[src/verilog/tcc_regs.vh]
`ifndef TCC_REGS_VH
`define TCC_REGS_VH
// register indices on the 8-bit bus
`define TCC_ADDR_CTRLA 4'h0
`define TCC_ADDR_CTRLB 4'h1
`define TCC_ADDR_CNTL 4'h2
`define TCC_ADDR_CNTH 4'h3
`define TCC_ADDR_CAPL 4'h4
`define TCC_ADDR_CAPH 4'h5
`define TCC_ADDR_CMPAL 4'h6
`define TCC_ADDR_CMPAH 4'h7
`define TCC_ADDR_IMASK 4'h8
`define TCC_ADDR_IFLAG 4'h9
`define TCC_ADDR_CMPCS 4'hA
// field positions
`define TCC_CTRLB_FILT 7
`define TCC_CTRLB_EDGE 6
`define TCC_IRQ_OVF 0
`define TCC_IRQ_CAP 5
`define TCC_CMPCS_SEL 2
// reset values
`define TCC_CTRL_RST 8'h00
`define TCC_WORD_RST 16'h0000
// fixed tops and extremes
`define TCC_TOP8 16'h00FF
`define TCC_TOP9 16'h01FF
`define TCC_TOP10 16'h03FF
`define TCC_MAX 16'hFFFF
`define TCC_BOTTOM 16'h0000
// clock select codes
`define TCC_CS_STOP 3'h0
`define TCC_CS_DIV1 3'h1
`define TCC_CS_DIV8 3'h2
`define TCC_CS_DIV64 3'h3
`define TCC_CS_DIV256 3'h4
`define TCC_CS_DIV1024 3'h5
`define TCC_CS_EXTFALL 3'h6
// filter window in samples
`define TCC_FILT_LEN 4
`endif

[src/verilog/tcc_timer16.v]
// Contract
// RULE1: 16-bit counter seen as two byte locations
// RULE2: high byte goes through shared latch
// RULE3: latch keeps value between host accesses
// RULE4: 3-bit clock select in control B
// RULE5: counter clears/counts per mode; select 0 stops
// RULE6: host counter write beats counting
// RULE7: internal count, direction, clear, top, bottom
// RULE8: mode field split over controls A, B
// RULE9: overflow flag set per mode, raises irq
// RULE10: matching edge copies counter into capture
// RULE11: capture flag same cycle; irq; clears
// RULE12: capture low read loads latch first
// RULE13: capture writable only in capture-top modes
// RULE14: trigger from pin or comparator select
// RULE15: software clears flag after source switch
// RULE16: inputs sampled like external clock pin
// RULE17: filter needs four equal samples
// RULE18: filter adds four system clocks
// RULE19: capture input off in capture-top modes
// RULE20: new capture overwrites unread value
// RULE21: driving capture pin by port triggers
// RULE22: software flips edge for duty cycle
// RULE23: bottom means counter 0x0000
// RULE24: top fixed 0xFF/0x1FF/0x3FF, compare A, capture
// RULE25: low byte access moves whole word at once
// RULE26: edge select set rising, clear falling
// RULE27: two-flop sync before filter and edge
`timescale 1ns/1ps
`default_nettype none
`include "tcc_regs.vh"
module tcc_timer16 (
  // clock and reset
  input wire core_clk,
  input wire srst,
  // register bus
  input wire [3:0] busAddr,
  input wire busWrEn,
  input wire busRdEn,
  input wire [7:0] busWrData,
  output reg [7:0] busRdData,
  // pins and comparator
  input wire capturePin,
  input wire comparatorOutput,
  input wire externalClockPin,
  // interrupts
  input wire ovfIrqAck,
  input wire capIrqAck,
  output wire ovfIrq,
  output wire capIrq
);
  reg [7:0] ctrlA_q;
  reg [7:0] ctrlB_q;
  reg [7:0] irqMask_q;
  reg [7:0] cmpCtrlStatus_q;
  reg [7:0] latch_q;
  reg [15:0] counterValue_q;
  reg [15:0] captureReg_q;
  reg [15:0] compareA_q;
  reg countDown_q;
  reg ovfFlag_q;
  reg capFlag_q;
  reg [9:0] prescale_q;
  reg [1:0] extSync_q;
  reg extPrev_q;
  reg [1:0] pinSync_q;
  reg [1:0] cmpSync_q;
  reg [2:0] filtShift_q;
  reg filtOut_q;
  reg edgePrev_q;

  wire [3:0] waveformMode = {ctrlB_q[4:3], ctrlA_q[1:0]}; // see RULE8
  wire [2:0] clockSelect = ctrlB_q[2:0]; // see RULE4
  wire wrAny = busWrEn;
  wire rdAny = busRdEn;
  wire wrCntL = wrAny && (busAddr == `TCC_ADDR_CNTL);
  wire wrCapL = wrAny && (busAddr == `TCC_ADDR_CAPL);
  wire wrCmpL = wrAny && (busAddr == `TCC_ADDR_CMPAL);
  wire wrFlag = wrAny && (busAddr == `TCC_ADDR_IFLAG);

  // modes whose top comes from the capture register
  wire capTopMode = (waveformMode == 4'h8) || (waveformMode == 4'hA) ||
                    (waveformMode == 4'hC) || (waveformMode == 4'hE);
  wire cmpTopMode = (waveformMode == 4'h4) || (waveformMode == 4'h9) ||
                    (waveformMode == 4'hB) || (waveformMode == 4'hF);
  wire dualSlope = (waveformMode == 4'h1) || (waveformMode == 4'h2) ||
                   (waveformMode == 4'h3) || (waveformMode == 4'h8) ||
                   (waveformMode == 4'h9) || (waveformMode == 4'hA) ||
                   (waveformMode == 4'hB);
  // modes 0 and 13 wrap at max instead of clearing at top
  wire freeRun = (waveformMode == 4'h0) || (waveformMode == 4'hD);
  wire clearAtTopOnly = (waveformMode == 4'h4) || (waveformMode == 4'hC);

  reg [15:0] topValue;
  always @* begin
    case (waveformMode) // see RULE24
      4'h1, 4'h5: topValue = `TCC_TOP8;
      4'h2, 4'h6: topValue = `TCC_TOP9;
      4'h3, 4'h7: topValue = `TCC_TOP10;
      default: begin
        if (capTopMode) begin
          topValue = captureReg_q;
        end else if (cmpTopMode) begin
          topValue = compareA_q;
        end else begin
          topValue = `TCC_MAX;
        end
      end
    endcase
  end

  wire atTop = (counterValue_q == topValue); // see RULE7
  wire atBottom = (counterValue_q == `TCC_BOTTOM); // see RULE23
  wire atMax = (counterValue_q == `TCC_MAX);

  // external clock pin: synchronised, then edge detected
  wire extSampled = extSync_q[1];
  wire extRise = extSampled && !extPrev_q;
  wire extFall = !extSampled && extPrev_q;

  // prescaler taps run free, so the first tick after a select change may come early
  reg timerTick;
  always @* begin
    case (clockSelect) // see RULE4
      `TCC_CS_STOP: timerTick = 1'b0; // see RULE5
      `TCC_CS_DIV1: timerTick = 1'b1;
      `TCC_CS_DIV8: timerTick = (prescale_q[2:0] == 3'h7);
      `TCC_CS_DIV64: timerTick = (prescale_q[5:0] == 6'h3F);
      `TCC_CS_DIV256: timerTick = (prescale_q[7:0] == 8'hFF);
      `TCC_CS_DIV1024: timerTick = (prescale_q == 10'h3FF);
      `TCC_CS_EXTFALL: timerTick = extFall;
      default: timerTick = extRise;
    endcase
  end

  // count, direction and clear controls of the counter
  reg countClear;
  reg countDir_d;
  always @* begin
    countDir_d = countDown_q;
    countClear = 1'b0;
    if (dualSlope) begin
      if (countDown_q && atBottom) begin
        countDir_d = 1'b0;
      end else if (!countDown_q && (counterValue_q >= topValue)) begin
        countDir_d = 1'b1;
      end
    end else begin
      countDir_d = 1'b0;
      countClear = atTop && !freeRun;
    end
  end

  // overflow point depends on the mode
  reg ovfEvent;
  always @* begin
    if (!timerTick) begin
      ovfEvent = 1'b0;
    end else if (dualSlope) begin
      ovfEvent = atBottom && countDown_q;
    end else if (freeRun || clearAtTopOnly) begin
      ovfEvent = atMax;
    end else begin
      ovfEvent = atTop;
    end
  end

  // capture trigger chain
  wire pinSampled = pinSync_q[1];
  wire cmpSampled = cmpSync_q[1];
  wire trigRaw = cmpCtrlStatus_q[`TCC_CMPCS_SEL] ? cmpSampled : pinSampled; // see RULE14
  // three stored samples plus the live one form the window, so the filter costs exactly four cycles
  wire filtAllOne = &{filtShift_q, trigRaw};
  wire filtAllZero = ~|{filtShift_q, trigRaw};
  wire trigFiltered = ctrlB_q[`TCC_CTRLB_FILT] ? filtOut_q : trigRaw; // see RULE17
  wire edgeRising = ctrlB_q[`TCC_CTRLB_EDGE];
  // a source switch can look like an edge; software clears the flag afterwards
  wire captureEvent = !capTopMode && // see RULE19
                      (edgeRising ? (trigFiltered && !edgePrev_q) : (!trigFiltered && edgePrev_q)); // see RULE26

  always @(posedge core_clk) begin
    if (srst) begin
      extSync_q <= 2'h0;
      extPrev_q <= 1'b0;
      pinSync_q <= 2'h0;
      cmpSync_q <= 2'h0;
      filtShift_q <= 3'h0;
      filtOut_q <= 1'b0;
      // starts at the idle low level of the pins, so no false edge follows reset
      edgePrev_q <= 1'b0;
      prescale_q <= 10'h000;
    end else begin
      extSync_q <= {extSync_q[0], externalClockPin};
      extPrev_q <= extSampled;
      // the pin is sampled whatever drives it, port output included
      pinSync_q <= {pinSync_q[0], capturePin}; // see RULE27 see RULE21
      cmpSync_q <= {cmpSync_q[0], comparatorOutput}; // see RULE16
      // filter runs on the system clock, not on the prescaled tick
      filtShift_q <= {filtShift_q[1:0], trigRaw}; // see RULE18
      if (filtAllOne) begin
        filtOut_q <= 1'b1; // see RULE17
      end else if (filtAllZero) begin
        filtOut_q <= 1'b0;
      end
      edgePrev_q <= trigFiltered;
      prescale_q <= prescale_q + 10'h001;
    end
  end

  // host registers, counter and capture
  // one latch serves every word register; an interrupt between two byte accesses can corrupt a transfer
  always @(posedge core_clk) begin
    if (srst) begin
      ctrlA_q <= `TCC_CTRL_RST;
      ctrlB_q <= `TCC_CTRL_RST;
      irqMask_q <= `TCC_CTRL_RST;
      cmpCtrlStatus_q <= `TCC_CTRL_RST;
      latch_q <= `TCC_CTRL_RST;
      counterValue_q <= `TCC_WORD_RST;
      captureReg_q <= `TCC_WORD_RST;
      compareA_q <= `TCC_WORD_RST;
      countDown_q <= 1'b0;
      busRdData <= `TCC_CTRL_RST;
    end else begin
      if (wrAny) begin
        case (busAddr)
          `TCC_ADDR_CTRLA: ctrlA_q <= busWrData;
          `TCC_ADDR_CTRLB: ctrlB_q <= busWrData;
          `TCC_ADDR_IMASK: irqMask_q <= busWrData;
          `TCC_ADDR_CMPCS: cmpCtrlStatus_q <= busWrData;
          `TCC_ADDR_CNTH, `TCC_ADDR_CAPH, `TCC_ADDR_CMPAH: latch_q <= busWrData; // see RULE2 see RULE3
          default: begin
          end
        endcase
      end
      if (rdAny) begin
        case (busAddr)
          `TCC_ADDR_CTRLA: busRdData <= ctrlA_q;
          `TCC_ADDR_CTRLB: busRdData <= ctrlB_q;
          `TCC_ADDR_CNTL: begin
            busRdData <= counterValue_q[7:0]; // see RULE1
            latch_q <= counterValue_q[15:8]; // see RULE25
          end
          `TCC_ADDR_CAPL: begin
            busRdData <= captureReg_q[7:0];
            latch_q <= captureReg_q[15:8]; // see RULE12
          end
          `TCC_ADDR_CNTH, `TCC_ADDR_CAPH: busRdData <= latch_q; // see RULE2
          `TCC_ADDR_CMPAL: busRdData <= compareA_q[7:0];
          `TCC_ADDR_CMPAH: busRdData <= compareA_q[15:8];
          `TCC_ADDR_IMASK: busRdData <= irqMask_q;
          `TCC_ADDR_IFLAG: busRdData <= {2'h0, capFlag_q, 4'h0, ovfFlag_q};
          `TCC_ADDR_CMPCS: busRdData <= cmpCtrlStatus_q;
          default: busRdData <= 8'h00;
        endcase
      end
      if (wrCmpL) begin
        compareA_q <= {latch_q, busWrData};
      end
      if (wrCapL && capTopMode) begin
        captureReg_q <= {latch_q, busWrData}; // see RULE13
      end else if (captureEvent) begin
        captureReg_q <= counterValue_q; // see RULE10 see RULE20
      end
      if (wrCntL) begin
        counterValue_q <= {latch_q, busWrData}; // see RULE6 see RULE25
      end else if (timerTick) begin
        countDown_q <= countDir_d;
        if (countClear) begin
          counterValue_q <= `TCC_BOTTOM; // see RULE5
        end else if (countDir_d) begin
          counterValue_q <= counterValue_q - 16'h0001;
        end else begin
          counterValue_q <= counterValue_q + 16'h0001;
        end
      end
    end
  end

  // flags: a set in the same cycle as a clear wins
  wire ovfClear = ovfIrqAck || (wrFlag && busWrData[`TCC_IRQ_OVF]);
  wire capClear = capIrqAck || (wrFlag && busWrData[`TCC_IRQ_CAP]);
  always @(posedge core_clk) begin
    if (srst) begin
      ovfFlag_q <= 1'b0;
      capFlag_q <= 1'b0;
    end else begin
      if (ovfEvent) begin
        ovfFlag_q <= 1'b1; // see RULE9
      end else if (ovfClear) begin
        ovfFlag_q <= 1'b0;
      end
      if (captureEvent) begin
        capFlag_q <= 1'b1; // see RULE11
      end else if (capClear) begin
        capFlag_q <= 1'b0;
      end
    end
  end

  assign ovfIrq = ovfFlag_q && irqMask_q[`TCC_IRQ_OVF]; // see RULE9
  assign capIrq = capFlag_q && irqMask_q[`TCC_IRQ_CAP]; // see RULE11
endmodule
`default_nettype wire

[config.mk]
export PLATFORM = sky130hd
export DESIGN_NAME = tcc_timer16
export DESIGN_NICKNAME = d
export VERILOG_FILES = /design/src/verilog/tcc_timer16.v
export VERILOG_INCLUDE_DIRS = /design/src /design/src/verilog
export SDC_FILE = /design/constraint.sdc
export NUM_CORES = 1
export LEC_CHECK = 0
export ABC_CLOCK_PERIOD_IN_PS = 6750
export BUFFER_PORTS_ARGS = -buffer_cell sky130_fd_sc_hd__buf_2
export CORE_ASPECT_RATIO = 0.6
export CORE_MARGIN = 3
export CORE_UTILIZATION = 25
export CTS_CLUSTER_DIAMETER = 80
export CTS_CLUSTER_SIZE = 30
export DETAILED_ROUTE_END_ITERATION = 7
export HOLD_SLACK_MARGIN = 0.15
export PLACE_DENSITY = 0.39
export REMOVE_ABC_BUFFERS = 1
export SKIP_CTS_REPAIR_TIMING = 1
export SLEW_MARGIN = 5
export SYNTH_ARGS = -nofsm -noshare
export SYNTH_HDL_FRONTEND = slang
export SYNTH_SLANG_ARGS = --single-unit
[constraint.sdc]
create_clock -name core_clk -period 6.75 [get_ports core_clk]
set_input_delay 1.35 -clock core_clk [delete_from_list [all_inputs] [get_ports core_clk]]
set_output_delay 1.35 -clock core_clk [all_outputs]
set_load 0.01 [all_outputs]
# --- Word-level counts from Yosys, hierarchy flattened ---
# Cells that the tools add are included.
totals:
  ff_bits: 121
  input_bits: 21
  out_inout_bits: 10
  wordCells: 155
op_classes:
  add_sub_neg: 3
  n_lt_le_gt_ge: 1
  n_eq_ne: 38
  mux: 31
  n_bitwise: 1
  n_reduce_logical: 61
ops:
  columns: ["operator", "n"]
  rows:
  - ["16-bit 2-to-1 mux", 8]
  - ["8-bit case mux with 10 select lines", 1]
  - ["16-bit case mux with 3 select lines", 1]
  - ["4-bit equality test, second input constant", 11]
  - ["4-bit by 3-bit equality test with 1-bit output, second input constant", 8]
  - ["8-bit 2-to-1 mux", 3]
  - ["1-bit logical AND", 17]
  - ["1-bit logical OR", 17]
  - ["16-bit by 1-bit adder with 16-bit output, second input constant", 1]
  - ["16-bit equality test", 1]
  - ["16-bit equality test, second input constant", 1]
  - ["4-bit by 2-bit equality test with 1-bit output, second input constant", 4]
  - ["16-bit greater-or-equal comparator", 1]
  - ["16-bit zero test", 1]
  - ["1-bit 2-to-1 mux", 16]
  - ["8-bit case mux with 2 select lines", 1]
  - ["16-bit by 1-bit subtractor with 16-bit output, second input constant", 1]
  - ["3-bit equality test, second input constant", 4]
  - ["10-bit by 1-bit adder with 10-bit output, second input constant", 1]
  - ["10-bit equality test, second input constant", 1]
  - ["2-bit AND reduction", 5]
  - ["4-bit by 1-bit equality test with 1-bit output, second input constant", 2]
  - ["8-bit equality test, second input constant", 1]
  - ["4-bit zero test", 2]
  - ["13 further kinds", 26]

# --- Depth between registers and ports, before layout ---
depth:
  depth_word: 16
  ltp_mapped: 19
  ltp_nobuf: 18

# --- Least setup slack after synthesis ---
# Ideal clock, no wire load.
synth_path:
  kind: "flip-flop to flip-flop"
  start: "register ctrlB_q[4]"
  end: "register counterValue_q[11]"
  setup_ns: 0.128
  arrival_ns: 4.828
  required_ns: 6.622
  setup_slack_ns: 1.794
  stages_incl_launch_ff: 19
  n_path_buf: 3
  period_less_slack_ns: 4.956
  path_cell_list: "dfxtp_1 > clkbuf_1 > clkbuf_1 > buf_1 > a21oi_1 > o22a_1 > ha_1 > nand4_1 > nor3_1 > o21ai_0 > a41oi_1 > ha_1 > a21o_1 > a31o_2 > a2111o_1 > o21ai_0 > xnor2_1 > a222oi_1 > nor2_1"
synth_via:
  elab_chain_cells: 16
  elab_cells_between_ends: 48
  cone_classes: "order compare: 1; eq/ne: 16; mux: 11; reduce/logical: 20"
synth_rtl:
  columns: ["element", "line", "source"]
  rows:
  - ["from (decl)", "tcc_timer16.v:53", "reg [7:0] ctrlB_q;"]
  - ["from (signal assigned)", "tcc_timer16.v:215", "ctrlB_q <= `TCC_CTRL_RST;"]
  - ["from (signal assigned)", "tcc_timer16.v:228", "`TCC_ADDR_CTRLB: ctrlB_q <= busWrData;"]
  - ["4-bit by 3-bit equality test with 1-bit output or 4-bit equality test (tied branches)", "tcc_timer16.v:84, tcc_timer16.v:88", null]
  - ["1-bit logical OR (2 in series)", "tcc_timer16.v:84", "wire cmpTopMode = (waveformMode == 4'h4) || (waveformMode == 4'h9) ||"]
  - ["1-bit logical OR", "tcc_timer16.v:85", "(waveformMode == 4'hB) || (waveformMode == 4'hF);"]
  - ["16-bit 2-to-1 mux", "tcc_timer16.v:103", "end else if (cmpTopMode) begin"]
  - ["16-bit 2-to-1 mux", "tcc_timer16.v:101", "if (capTopMode) begin"]
  - ["16-bit case mux with 3 select lines", "tcc_timer16.v:96", "case (waveformMode)"]
  - ["16-bit greater-or-equal comparator", "tcc_timer16.v:145", "end else if (!countDown_q && (counterValue_q >= topValue)) begin"]
  - ["1-bit logical AND", "tcc_timer16.v:145", null]
  - ["1-bit 2-to-1 mux", "tcc_timer16.v:145", null]
  - ["1-bit 2-to-1 mux", "tcc_timer16.v:143", "if (countDown_q && atBottom) begin"]
  - ["1-bit 2-to-1 mux *", "tcc_timer16.v:142", "if (dualSlope) begin"]
  - ["named net countDir_d", "tcc_timer16.v:138", "reg countDir_d;"]
  - ["16-bit 2-to-1 mux *", "tcc_timer16.v:271", "end else if (countDir_d) begin"]
  - ["16-bit 2-to-1 mux *", "tcc_timer16.v:269", "if (countClear) begin"]
  - ["16-bit 2-to-1 mux *", "tcc_timer16.v:267", "end else if (timerTick) begin"]
  - ["16-bit 2-to-1 mux *", "tcc_timer16.v:265", "if (wrCntL) begin"]
  - ["to (signal assigned)", "tcc_timer16.v:266", "counterValue_q <= {latch_q, busWrData};"]
  - ["to (signal assigned)", "tcc_timer16.v:270", "counterValue_q <= `TCC_BOTTOM;"]
  - ["to (signal assigned)", "tcc_timer16.v:272", "counterValue_q <= counterValue_q - 16'h0001;"]
  - ["to (decl)", "tcc_timer16.v:57", "reg [15:0] counterValue_q;"]
# The timed path passes the listed nets; every way through them passes the cells marked *. The select of a mux whose other input is x is not followed.
# A chain may end at the register's enable or synchronous reset.

# --- Worst setup path after layout ---
# Same ends and word-level chain as after synthesis.

==> results.json <==
{
  "grt_pass1_vias": 5692,
  "dieArea_um2": 29700,
  "crit_required_ns": 7.05,
  "relSlewSlack_pct": 17.6,
  "ios": 31,
  "drtAntennaViolNets": 0,
  "die_y_um": 135,
  "nets": 878,
  "timing_max_transition_violations_final": 0,
  "grt_pass1_wl_mm": 38.3,
  "start_kind": "flop",
  "ys.flop_type": "dfxtp_1",
  "area_growth_syn_to_layout_pct": 15.0,
  "crit_chain": "nand2_1, nor2_1, a21oi_1, o22ai_1, ha_1, nand4_1, nand2b_1, o21ai_0, a41oi_2, ha_1, a21o_1, a31o_2, a2111o_1, o21ai_0, xnor2_1, a222oi_1, nor2_1",
  "numCtsBuffers": 17,
  "die_x_um": 220,
  "via_per_inst": 5.32,
  "async_reset_ff_share_pct": 0,
  "wl_per_cell_um": 21.7,
  "firstDrtPassIters": 8,
  "power_density_nw_per_um2": 224,
  "setup-tns-final_ns": 0,
  "netlist_instances": 827,
  "place_congestion": 0.846,
  "fin_hold_ws_ns": 0.436,
  "fmax_mhz": 174,
  "clockRootBuffer": "clkbuf_16",
  "layout_min_cycle_time_ns": 5.75,
  "grt_antenna_before_repair": 0,
  "critPathKind": "flop to flop",
  "syn_area_per_cell_um2": 8.34,
  "setup_viol": 0,
  "post-place-ws_ns": 1.15,
  "cp_slowest_cell": "dfxtp_1",
  "start_util_pct": 25.8,
  "fin_crit_sh_pct": 85.1,
  "synth-edff-count": 0,
  "wirelength_mm": 25.9,
  "layout_setup_ws_ns": 1.00,
  "final-hold-violation-count": 0,
  "tightest_slew_ns": 1.23,
  "yosysSeqAreaShare_pct": 35.1,
  "synth-seq-cells": 121,
  "clk_path_buf_depth": 2,
  "clk_pin_slew_worst_paths_ns": 0.06,
  "grt-ovfl-total": 0,
  "place_hpwl_mm": 18.7,
  "p_leak_nw": 3.19,
  "fillers": 2875,
  "crit_arrival_ns": 6.04,
  "path_max_fanout": 24,
  "cpPeakStageDelay_ns": 0.87,
  "tritoncts": "yes",
  "syn_area_um2": 6900,
  "drive_gt1_share_pct": 9.92,
  "io_buffers": 30,
  "drcViolationCount": 0,
  "fin_cells": 1197,
  "placed_cells": 1165,
  "rsz0062_at_grt": "false",
  "peakVddDrop_mv": 0.159,
  "vias": 6369,
  "min_path_type": "flop to flop",
  "run_status": "completed",
  "yosysWarnings": 0,
  "fin_skew_ns": 0.00811,
  "max_cap_violations": 0,
  "clock_latency_ns": 0.44,
  "grt_max_degree": 65,
  "core_area_um2": 26800,
  "antenna_cells": 0,
  "drt_iter0_markers": 610,
  "cp-end-kind": "flop",
  "rows": 46,
  "cts.sinks": 121,
  "track_usage_pct": 17.6,
  "htree_levels": 4,
  "synth_cell_type_count": 62
}
[final cells by class]
class | instances | area (um^2) | share of cell area, %
multi-input combinational | 633 | 4210 | 53.0
sequential | 121 | 2420 | 30.5
inverter | 13 | 48.8 | 0.615
timing repair buffer | 38 | 213 | 2.68
clock buffer | 17 | 425 | 5.36
tap | 360 | 450 | 5.68
clock inverter | 15 | 168 | 2.11
[state kept, by name, summed over array words and instances (netlist names), 2 cells and up]
signal           cells
ctrlA_q              8
pinSync_q            2
extSync_q            2
prescale_q          10
irqMask_q            8
captureReg_q        16
compareA_q          16
cmpCtrlStatus_q      8
busRdData            8
latch_q              8
cmpSync_q            2
ctrlB_q              8
counterValue_q      16
filtShift_q          3
[layer usage]
metal	part of all wire, %	global-route usage (%)	vias to the layer above
met5	0	0	-
met4	1.2	5.00	0
met3	8.9	5.01	26
met2	35	21.1	247
met1	55	29.0	3066
li1	-	-	3030
[stage by stage]
step,util (%),instance area (um^2),total power [W]
2_1_floorplan,-,6670,0.000796
3_3_place_gp,27.4,7340,0.000863
3_5_place_dp,27.4,7340,0.000862
4_1_cts,29.6,7930,0.00180
5_1_grt,29.6,7930,0.00184
6_report,29.6,7930,0.00178
[cells in the mapped netlist, types with 2 or more instances]
cell | instances | share of area, %
o21ai_0 | 23 | 1.7
nand4b_1 | 2 | 0.25
nor3_1 | 6 | 0.44
dfxtp_1 | 121 | 35
nand4_1 | 9 | 0.82
nand2b_1 | 9 | 0.82
mux4_2 | 3 | 0.98
a21o_1 | 7 | 0.76
a31oi_1 | 5 | 0.45
nor2_1 | 126 | 6.9
nand3_1 | 15 | 1.1
a32oi_1 | 6 | 0.76
inv_1 | 13 | 0.71
a22oi_1 | 3 | 0.33
a222oi_1 | 17 | 2.5
o22ai_1 | 11 | 1.0
nor4_1 | 7 | 0.63
clkbuf_1 | 51 | 2.8
o21bai_1 | 4 | 0.44
and3_1 | 7 | 0.63
xnor2_1 | 12 | 1.5
buf_2 | 2 | 0.15
nor2b_1 | 24 | 2.2
mux2_2 | 2 | 0.33
nand3b_1 | 2 | 0.22
a21oi_1 | 63 | 4.6
o31ai_1 | 2 | 0.22
ha_1 | 32 | 5.8
a211oi_1 | 29 | 3.2
o2111ai_1 | 3 | 0.38
buf_1 | 6 | 0.33
and2_1 | 9 | 0.82
a22o_1 | 14 | 1.8
xor2_1 | 9 | 1.1
o211ai_1 | 7 | 0.76
o22a_1 | 7 | 0.89
nand2_1 | 68 | 3.7
o21a_1 | 4 | 0.44
mux2i_1 | 64 | 9.3
[power breakdown]
part | leakage [nW] | internal (W) | switching [W] | total [W]
Sequential | 0.978 | 0.000724 | 0.0000135 | 0.000738
Clock | 0.290 | 0.000551 | 0.000379 | 0.000929
Combinational | 1.93 | 0.0000333 | 0.0000777 | 0.000111
Total | 3.19 | 0.00131 | 0.000470 | 0.00178
[cell families after synthesis]
group           synth area share [%]
mux                             10.6
simple gates                    19.5
fa+ha+maj                       6.09
xor+xnor                        2.67
flops                           35.1
buf+inv                         4.06
compound gates                  22.0
[cells in the final DEF (no fill, tap or decap), types with 11 or more instances in the layout]
master | netlist | layout
mux2i_1 | 64 | 64
o21ai_0 | 23 | 23
nor2_1 | 126 | 126
a21oi_1 | 63 | 63
nand3_1 | 15 | 15
buf_2 | 2 | 29
nand2_1 | 68 | 68
nor2b_1 | 24 | 24
a211oi_1 | 29 | 29
a22o_1 | 14 | 14
ha_1 | 32 | 32
clkbuf_16 | 0 | 17
inv_1 | 13 | 13
dfxtp_1 | 121 | 121
a222oi_1 | 17 | 17
xnor2_1 | 12 | 12
o22ai_1 | 11 | 11
[path summary, 6_finish.rpt]
kind                start  depth (start not counted)  slack (ns)                 end
max            ctrlB_q[4]                         17        1.00  counterValue_q[11]
min          cmpSync_q[0]                          1        0.44        cmpSync_q[1]
max reg2reg    ctrlB_q[4]                         17        1.00  counterValue_q[11]
min reg2reg  cmpSync_q[0]                          1        0.44        cmpSync_q[1]
[critical path, delay by kind of cell (launching register included)]
family | cells | cell delay (ns)
compound gates | 9 | 2.83
xor+xnor | 1 | 0.11
fa+ha+maj | 2 | 0.90
flops | 1 | 0.87
simple gates | 5 | 0.89
No activity file was read; power rests on OpenSTA's default activity.
